**src/shared/ssp_cfg.svh**
```systemverilog
// Constants for the source and probe instrument and its debug hub
`ifndef SSP_CFG_SVH
`define SSP_CFG_SVH
`define SSP_IR_W 2
`define SSP_IR_QUERY 2'h0
`define SSP_IR_SEL 2'h1
`define SSP_IR_DATA 2'h2
`define SSP_IR_BYPASS 2'h3
`define SSP_IR_CAPTURE 2'h1
`define SSP_WORD_W 32
`define SSP_SEL_W 8
`define SSP_SEL_LSB 24
`define SSP_WORD_MSB 31
`define SSP_FLD_W 12
`define SSP_MAX_INST 128
`define SSP_MAX_W 512
`define SSP_SYNC_DEPTH 2
`endif

```
**src/shared/ssp_pkg.sv**
```systemverilog
// Types for the source and probe instrument
`include "ssp_cfg.svh"
`default_nettype none
package ssp_pkg;
  typedef enum logic [3:0] {
    TLR, IDLE, SEL_DR, CAP_DR, SH_DR, EX1_DR, PA_DR, EX2_DR, UPD_DR,
    SEL_IR, CAP_IR, SH_IR, EX1_IR, PA_IR, EX2_IR, UPD_IR
  } ssp_tap_e;
  typedef struct packed {
    logic tck;
    logic tms;
    logic tdi;
  } ssp_jtag_s;
  typedef struct packed {
    logic clk;
    logic ena;
  } ssp_src_s;
  typedef logic [`SSP_IR_W-1:0] ssp_ir_t;
  typedef logic [`SSP_SEL_W-1:0] ssp_sel_t;
  typedef logic [`SSP_FLD_W-1:0] ssp_fld_t;
  typedef logic [`SSP_WORD_W-1:0] ssp_word_t;
endpackage
`default_nettype wire

```
**src/logic/ssp_top.sv**
```systemverilog
// JTAG source and probe instrument: debug hub with an array of instances
// How it works
// - each instance drives source outputs and samples probe inputs.
// - data moves by shifting a chain through the JTAG pins.
// - probes sampled in one cycle; source writes reach src_reg two cycles after update.
// - probe bus comes from user outputs and may be unused.
// - source bus feeds user inputs and may be unused.
// - with source clock option, sources update on the source clock.
// - source enable gates source clock updates when selected.
// - source width per instance is a parameter up to 512 bits.
// - up to 128 instances, each selected separately by the host.
// - each instance holds a shift and a hold register per bit.
// - optional sync option adds two registers on each source bit.
// - shared hub logic talks to JTAG, apart from instance registers.
// - hub is built in and routes traffic to every instance.
// - a query register reports instance count and widths.
`include "ssp_cfg.svh"
`default_nettype none
module ssp_top import ssp_pkg::*; #(
  parameter int NUM_INST = 1,
  parameter int PROBE_W = 8,
  parameter int SOURCE_W = 8,
  parameter bit USE_SRC_CLK = 1'b0,
  parameter bit USE_SRC_ENA = 1'b0,
  parameter bit USE_SYNC = 1'b0
) (
  input wire logic ref_clk_i,
  input wire logic rst_i,
  input wire ssp_jtag_s jtag_i,
  input wire ssp_src_s src_i,
  input wire logic [NUM_INST*(PROBE_W > 0 ? PROBE_W : 1)-1:0] probe_i,
  output logic tdo_o,
  output logic tdo_oe_o,
  output logic [NUM_INST*(SOURCE_W > 0 ? SOURCE_W : 1)-1:0] source_o
);
  // A zero width keeps one dummy bit so the ports stay legal
  localparam int PE = (PROBE_W > 0) ? PROBE_W : 1;
  localparam int SE = (SOURCE_W > 0) ? SOURCE_W : 1;
  localparam int MW = (PE > SE) ? PE : SE;
  localparam ssp_word_t QWORD = {ssp_sel_t'(NUM_INST), ssp_fld_t'(SOURCE_W), ssp_fld_t'(PROBE_W)};

  if (NUM_INST < 1 || NUM_INST > `SSP_MAX_INST || PROBE_W < 0 || SOURCE_W < 0 ||
      PROBE_W > `SSP_MAX_W || SOURCE_W > `SSP_MAX_W || (USE_SRC_ENA && !USE_SRC_CLK)) begin : g_bad_cfg
    $error("ssp_top: unsupported parameter set");
  end

  function automatic ssp_tap_e tap_step(input ssp_tap_e s, input logic tms);
    unique case (s)
      TLR: tap_step = tms ? TLR : IDLE;
      IDLE: tap_step = tms ? SEL_DR : IDLE;
      SEL_DR: tap_step = tms ? SEL_IR : CAP_DR;
      CAP_DR: tap_step = tms ? EX1_DR : SH_DR;
      SH_DR: tap_step = tms ? EX1_DR : SH_DR;
      EX1_DR: tap_step = tms ? UPD_DR : PA_DR;
      PA_DR: tap_step = tms ? EX2_DR : PA_DR;
      EX2_DR: tap_step = tms ? UPD_DR : SH_DR;
      UPD_DR: tap_step = tms ? SEL_DR : IDLE;
      SEL_IR: tap_step = tms ? TLR : CAP_IR;
      CAP_IR: tap_step = tms ? EX1_IR : SH_IR;
      SH_IR: tap_step = tms ? EX1_IR : SH_IR;
      EX1_IR: tap_step = tms ? UPD_IR : PA_IR;
      PA_IR: tap_step = tms ? EX2_IR : PA_IR;
      EX2_IR: tap_step = tms ? UPD_IR : SH_IR;
      UPD_IR: tap_step = tms ? SEL_DR : IDLE;
    endcase
  endfunction

  // Pin synchronisers; JTAG pins are slow against ref_clk_i
  logic [4:0] pin_s1_reg;
  logic [4:0] pin_s2_reg;
  logic tck_prev_reg;
  logic sclk_prev_reg;
  // Not reset: a pin standing high must not look like a fresh edge after reset
  always_ff @(posedge ref_clk_i) begin
    pin_s1_reg <= {jtag_i, src_i};
    pin_s2_reg <= pin_s1_reg;
    tck_prev_reg <= pin_s2_reg[4];
    sclk_prev_reg <= pin_s2_reg[1];
  end
  logic tck_rise;
  logic tck_fall;
  logic tms;
  logic tdi;
  logic sclk_rise;
  logic src_go;
  assign tck_rise = pin_s2_reg[4] & ~tck_prev_reg;
  assign tck_fall = ~pin_s2_reg[4] & tck_prev_reg;
  assign tms = pin_s2_reg[3];
  assign tdi = pin_s2_reg[2];
  assign sclk_rise = pin_s2_reg[1] & ~sclk_prev_reg;
  assign src_go = sclk_rise && (pin_s2_reg[0] || !USE_SRC_ENA);

  // Hub state and per-instance register pairs
  ssp_tap_e tap_reg, tap_next;
  ssp_ir_t ir_reg, ir_next, irsh_reg, irsh_next;
  ssp_word_t misc_reg, misc_next;
  ssp_sel_t sel_reg, sel_next;
  logic tdo_reg, tdo_next, oe_reg, oe_next;
  logic [MW-1:0] shift_reg [NUM_INST];
  logic [MW-1:0] shift_next [NUM_INST];
  logic [MW-1:0] hold_reg [NUM_INST];
  logic [MW-1:0] hold_next [NUM_INST];
  int sel_idx;
  logic sel_ok;
  logic [PE-1:0] probe_sel;
  logic [MW-1:0] shift_sel;
  assign sel_idx = int'(sel_reg);
  assign sel_ok = sel_idx < NUM_INST;
  assign probe_sel = sel_ok ? probe_i[sel_idx*PE +: PE] : '0;
  assign shift_sel = sel_ok ? shift_reg[sel_idx] : '0;

  always_comb begin
    tap_next = tap_reg;
    ir_next = ir_reg;
    irsh_next = irsh_reg;
    misc_next = misc_reg;
    sel_next = sel_reg;
    tdo_next = tdo_reg;
    oe_next = oe_reg;
    shift_next = shift_reg;
    hold_next = hold_reg;
    if (tck_rise) begin
      tap_next = tap_step(tap_reg, tms);
      unique case (tap_reg)
        TLR: begin
          ir_next = `SSP_IR_QUERY;
          sel_next = '0;
        end
        CAP_IR: irsh_next = `SSP_IR_CAPTURE;
        SH_IR: irsh_next = {tdi, irsh_reg[`SSP_IR_W-1:1]};
        UPD_IR: ir_next = irsh_reg;
        CAP_DR: begin
          unique case (ir_reg)
            `SSP_IR_QUERY: misc_next = QWORD;
            `SSP_IR_SEL: misc_next = {sel_reg, {`SSP_SEL_LSB{1'b0}}};
            `SSP_IR_BYPASS: misc_next = '0;
            `SSP_IR_DATA: if (sel_ok) shift_next[sel_idx] = MW'(probe_sel);
          endcase
        end
        SH_DR: begin
          misc_next = {tdi, misc_reg[`SSP_WORD_MSB:1]};
          if (ir_reg == `SSP_IR_DATA && sel_ok) shift_next[sel_idx] = {tdi, shift_sel[MW-1:1]};
        end
        UPD_DR: begin
          if (ir_reg == `SSP_IR_SEL) sel_next = misc_reg[`SSP_WORD_MSB:`SSP_SEL_LSB];
          if (ir_reg == `SSP_IR_DATA && sel_ok) hold_next[sel_idx] = shift_sel;
        end
        default: ;
      endcase
    end
    // TDO changes on the falling edge so the host samples it stable
    if (tck_fall) begin
      oe_next = (tap_reg == SH_DR) || (tap_reg == SH_IR);
      tdo_next = 1'b0;
      if (tap_reg == SH_IR) tdo_next = irsh_reg[0];
      if (tap_reg == SH_DR) begin
        unique case (ir_reg)
          `SSP_IR_QUERY: tdo_next = misc_reg[0];
          `SSP_IR_SEL: tdo_next = misc_reg[`SSP_SEL_LSB];
          `SSP_IR_BYPASS: tdo_next = misc_reg[`SSP_WORD_MSB];
          `SSP_IR_DATA: tdo_next = shift_sel[0];
        endcase
      end
    end
  end

  always_ff @(posedge ref_clk_i) begin
    if (rst_i) begin
      tap_reg <= TLR;
      ir_reg <= `SSP_IR_QUERY;
      irsh_reg <= '0;
      misc_reg <= '0;
      sel_reg <= '0;
      tdo_reg <= 1'b0;
      oe_reg <= 1'b0;
      shift_reg <= '{default: '0};
      hold_reg <= '{default: '0};
    end else begin
      tap_reg <= tap_next;
      ir_reg <= ir_next;
      irsh_reg <= irsh_next;
      misc_reg <= misc_next;
      sel_reg <= sel_next;
      tdo_reg <= tdo_next;
      oe_reg <= oe_next;
      shift_reg <= shift_next;
      hold_reg <= hold_next;
    end
  end
  assign tdo_o = tdo_reg;
  assign tdo_oe_o = oe_reg;

  // Source output path
  logic [NUM_INST*SE-1:0] hold_flat;
  logic [NUM_INST*SE-1:0] src_reg, src_next;
  logic [NUM_INST*SE-1:0] sy1_reg, sy1_next, sy2_reg, sy2_next;
  always_comb begin
    for (int i = 0; i < NUM_INST; i++) begin
      hold_flat[i*SE +: SE] = hold_reg[i][SE-1:0];
    end
    src_next = src_reg;
    if (!USE_SRC_CLK || src_go) src_next = hold_flat;
    sy1_next = src_reg;
    sy2_next = sy1_reg;
  end
  always_ff @(posedge ref_clk_i) begin
    if (rst_i) begin
      src_reg <= '0;
      sy1_reg <= '0;
      sy2_reg <= '0;
    end else begin
      src_reg <= src_next;
      sy1_reg <= sy1_next;
      sy2_reg <= sy2_next;
    end
  end
  // The extra pair trades two cycles of latency for metastability margin
  if (USE_SYNC) begin : g_sync
    assign source_o = sy2_reg;
  end else begin : g_nosync
    assign source_o = src_reg;
  end
endmodule
`default_nettype wire

```
**config.mk**
```make
export PLATFORM = sky130hd
export DESIGN_NAME = ssp_top
export DESIGN_NICKNAME = d
export VERILOG_FILES = /design/src/shared/ssp_pkg.sv /design/src/logic/ssp_top.sv
export VERILOG_INCLUDE_DIRS = /design/src /design/src/shared
export SDC_FILE = /design/constraint.sdc
export NUM_CORES = 1
export LEC_CHECK = 0
export BUFFER_PORTS_ARGS = -buffer_cell sky130_fd_sc_hd__buf_2
export CORE_MARGIN = 2
export CORE_UTILIZATION = 30
export CTS_BUF_LIST = sky130_fd_sc_hd__clkbuf_16
export DETAILED_ROUTE_END_ITERATION = 10
export PLACE_DENSITY = 0.52
export SYNTH_ARGS = -nofsm -noshare
export SYNTH_HDL_FRONTEND = slang
export SYNTH_SLANG_ARGS = --single-unit
```
**constraint.sdc**
```tcl
create_clock -name ref_clk_i -period 3.6 [get_ports ref_clk_i]
set_clock_uncertainty 0.05 [all_clocks]
set_input_delay 0.54 -clock ref_clk_i [delete_from_list [all_inputs] [get_ports ref_clk_i]]
set_output_delay 0.54 -clock ref_clk_i [all_outputs]
set_load 0.01 [all_outputs]
```
=== Word level (Yosys, flattened, before mapping) ===
Cells that the tools add are included.

* Input bits: 15
* Register bits after elaboration: 85
* Logic and storage cells: 95
* Bits in latches: 0
* Output and inout bits: 10
* Bits in writable memories: 0
* Memories kept: 0
* ROM bits: 0

* Bitwise operators: 4
* $mul: 0
* Eq/ne operators: 23
* Div/mod/pow operators: 0
* Add/subtract/negate cells: 0
* Reductions and logical operators: 18
* Mux-type cells: 33
* Shift operators: 1
* Order comparisons: 3

{| class="wikitable"
|+ Operators with widths
! kind !! number
|-
| $pmux 32 s3 || 1
|-
| $mux 8 || 8
|-
| $pmux 32 s2 || 1
|-
| $pmux 4 s12 || 1
|-
| $eq 4x4->1 const B || 8
|-
| $pmux 8 s2 || 2
|-
| $bwmux 8 || 3
|-
| $eq 4x3->1 const B || 4
|-
| $lt 8x1->1 const B || 2
|-
| $mux 4 || 4
|-
| $shiftx 8x12->8 || 1
|-
| $reduce_and 3->1 || 3
|-
| $eq 4x2->1 const B || 2
|-
| $ge 8x1->1 const B || 1
|-
| $ne 2x2->1 const B || 4
|-
| $pmux 2 s2 || 2
|-
| $reduce_bool 2->1 || 4
|-
| $mux 2 || 3
|-
| $mux 3 || 2
|-
| $mux 1 || 5
|-
| $reduce_and 5->1 || 1
|-
| $eq 2x2->1 const B || 2
|-
| $eq 4x1->1 const B || 1
|-
| $logic_not 4->1 || 1
|-
| other kinds (11) || 16
|}

=== Logic depth before layout (Yosys ltp) ===
* Depth after elaboration: 7
* Mapped depth: 8

=== Least setup slack after synthesis ===
Ideal clock, no wire load.

* Kind: register to register
* Start point: reg ir_reg[0]
* End point: reg misc_reg[10]
* Data arrival time: 1.850 ns
* Cell stages (with the launch flop): 9
* Library setup time: 0.074 ns
* Data required time: 3.476 ns
* Setup slack: 1.625 ns
* Buffers on the path: 2
* Path through: dfxtp_1 inv_1 ha_1 nor2b_1 and3b_1 clkbuf_1 clkbuf_1 or4_1 o21ai_0

* Cells in the longest elaborated chain, start to end: 3

{| class="wikitable"
|+ Ends and longest elaborated chain
! what !! RTL line !! text
|-
| from (decl) || ssp_top.sv:95 || <nowiki>ssp_ir_t ir_reg, ir_next, irsh_reg, irsh_next;</nowiki>
|-
| from (signal assigned) || ssp_top.sv:170 || <nowiki>ir_reg <= `SSP_IR_QUERY;</nowiki>
|-
| from (signal assigned) || ssp_top.sv:180 || <nowiki>ir_reg <= ir_next;</nowiki>
|-
| $eq 2x1->1 (tied with other cells) || ssp_top.sv:133 || <nowiki>unique case (ir_reg)</nowiki>
|-
| $ne 4x4->1 (no line) (*) || - ||
|-
| $reduce_and 3->1 (no line) (*) || - ||
|-
| to (signal assigned) || ssp_top.sv:182 || <nowiki>misc_reg <= misc_next;</nowiki>
|-
| to (decl) || ssp_top.sv:96 || <nowiki>ssp_word_t misc_reg, misc_next;</nowiki>
|}

Mark *: on every way between the ends. The rest lies on a longest branch, timed or not.
A chain may end at the register's enable or synchronous reset.

=== Worst setup path in the final report ===
* Start point: reg tap_reg[2]
* End point: reg misc_reg[31]

* Cells in the longest elaborated chain, start to end: 3

{| class="wikitable"
|+ Ends and longest elaborated chain
! what !! RTL line !! text
|-
| from (decl) || ssp_top.sv:94 || <nowiki>ssp_tap_e tap_reg, tap_next;</nowiki>
|-
| from (signal assigned) || ssp_top.sv:179 || <nowiki>tap_reg <= tap_next;</nowiki>
|-
| $eq 4x2->1 / $eq 4x3->1 (equally long branches) || ssp_top.sv:124 || <nowiki>unique case (tap_reg)</nowiki>
|-
| $ne 4x4->1 (no line) / $reduce_bool 2->1 (equally long branches) || - ||
|-
| $reduce_and 3->1 (no line) || - ||
|}

Parallel ways exist; a longest one is shown, timed or not.

==> results.cfg <==
[outcome]
status = completed

[clocking]
worstSkewPairLatency_ns = 0.34
cts_tree = yes
root_buffer = clkbuf_16
numCtsBuffers = 9
ctsHoldBuffers = 0
h-tree-depth = 3
clockBufferDepth = 2
clock_sinks = 81
cts_setup_buffers = 0
clk_pin_slew_ns = 0.06
cts.repair.resized = 0

[die]
ioPinCount = 25
rows = 39
fp.dieH_um = 114
core_area_mm2 = 0.0116
die_w_um = 114
die_area_mm2 = 0.0129
start_util_pct = 31.1

[synthesis]
ys_types = 48
syn-num-nets = 432
synth_edf_count = 0
synth_top_area_cell = dfxtp_1
ys.warnings.count = 0
async_flop_share_pct = 0
ys_ff_latch = 81
post_synth.cell_area_avg_um2 = 8.71
synth.most_common_cell = dfxtp_1
yosysSeqAreaShare_pct = 45.1
synth_top_area_share_pct = 45.1
synth_area_leaders = dfxtp_1, nand2b_1, a21oi_1
synth_top_flop_cell = dfxtp_1
syn-cell-area_mm2 = 0.00360
syn_inst = 413
ys_top_cells_by_count = dfxtp_1, a21oi_1, nand2b_1, clkbuf_1, o21ai_0

[sta]
tightest_slew_ns = 0.920
fmax_mhz = 404
layout_min_cycle_time_ns = 2.47
setup_ws_ns = 1.13
slew_headroom_pct = 38.3
timing.hold.ws_ns = 0.249
setup_viol = 0
rsz0062_at_grt = no
slew_violations = 0
hold_viol_final = 0
post-route-period-util_pct = 68.7
setup-tns-final_ns = 0

[global_routing]
grt_pass1_wl_mm = 13.6
grt_pass1_vias = 2813
antenna_found_initial = 0
grt_max_degree = 49
use_met1_pct = 17.3
grt_overflow = 0
track_usage_pct = 13.1
use_met3_pct = 3.83
grt_use_met2_pct = 20.4
top_usage_layer = met2

[flow_run]
drv_cap = 0

[place]
hpwl_mm = 4.91
pre_cts_ws_ns = 1.14
place_area_mm2 = 0.00376
io_buffer_count = 22
place.gp.congestion = 0.752

[final_layout]
fillers = 1204
fin_nets = 433
largest_reg_flops = 32
regArea_mm2 = 0.00162
antenna_cells = 0
drive_gt1_share_pct = 11.5
multi_input_area_mm2 = 0.00174
fin_util_pct = 35.4
final_cell_area_mm2 = 0.00410
syn_to_final_growth_pct = 13.9

[critical_path]
end_kind = flip-flop
cp_max_fo = 18
worst-setup-path-type = reg2reg
required_ns = 3.79
crit_arrival_ns = 2.67
cp-start-kind = flip-flop

[power_and_ir_drop]
powerDensity_mw_per_mm2 = 488
ir_worst_vdd_mv = 0.164
leakagePower_nw = 1.48

[routing]
detail_route.first_pass.iterations = 5
first_iter_violations = 168
routed_wl_mm = 8.04
vias_per_cell = 5.26
drc_errors = 0
drtAntennaViolNets = 0
num_vias = 2954
wl_per_cell_um = 14.3

[hold_path]
hold_path_class = in2reg
[layout make-up]
class,instances,share of cell area (%)
inverters,17,1.56
repair buffers,28,3.79
clock inverters,7,2.69
well taps,143,4.37
clock buffers,9,5.50
flip-flops and latches,81,39.6
multi-input cells,277,42.5
[path summary, 6_finish.rpt]
check,start,end,slack [ns],cells past startpoint
max,tap_reg[2]$_SDFFE_PP0P_,misc_reg[31]$_SDFFE_PP0P_,1.13,5
min,jtag_i[1],pin_s1_reg[3]$_DFF_P_,0.25,1
max reg2reg,tap_reg[2]$_SDFFE_PP0P_,misc_reg[31]$_SDFFE_PP0P_,1.13,5
min reg2reg,pin_s1_reg[3]$_DFF_P_,pin_s2_reg[3]$_DFF_P_,0.28,0
[logic make-up after synthesis]
group	Yosys count	share of synthesized area (%)
adders and majority gates	4	1.39
xor gates and xnor gates	1	0.244
DFF	81	45.1
muxes	8	2.23
buffers and inverters	55	6.64
and+or+nand+nor	156	25.3
AOI/OAI and AO/OA	108	19.1
[critical path: stages, from the launching register on]
cell and delay (ns):
dfxtp_1 0.68, inv_1 0.18, nor3_2 0.79, buf_4 0.29
nand2_1 0.10, a311oi_1 0.27
[cells in the final DEF (no fill, tap or decap), types with 9 or more instances in the layout]
cell type	n
a311oi_1	21
a21oi_1	40
nand3_1	20
nor2_1	10
o21ai_0	25
buf_2	22
nand2_1	24
or4_1	17
clkbuf_16	9
nand2b_1	40
inv_1	18
dfxtp_1	81
[per-layer routing]
layer  wire [um]  vias to the layer above
met4          87                        0
met3         337                        7
li1            -                     1485
met5           0                        -
met1        3920                     1409
met2        3700                       53
[report_power, final]
group          switching [mW]  leakage, nW  total, mW  internal, mW
sequential             0.0103        0.655      0.914         0.903
clock                   0.355        0.164       1.03         0.671
combinational          0.0345        0.660     0.0608        0.0263
total                   0.400         1.48       2.00          1.60
[metrics by stage]
| step | total power [mW] | std cells |
|---|---|---|
| 2_1_floorplan | 0.976 | 413 |
| 3_3_place_gp | 0.994 | 546 |
| 3_5_place_dp | 0.994 | 546 |
| 4_1_cts | 2.03 | 562 |
| 5_1_grt | 2.07 | 562 |
| 6_report | 2.00 | 562 |
Note: power is estimated with default switching activity, not from simulation.
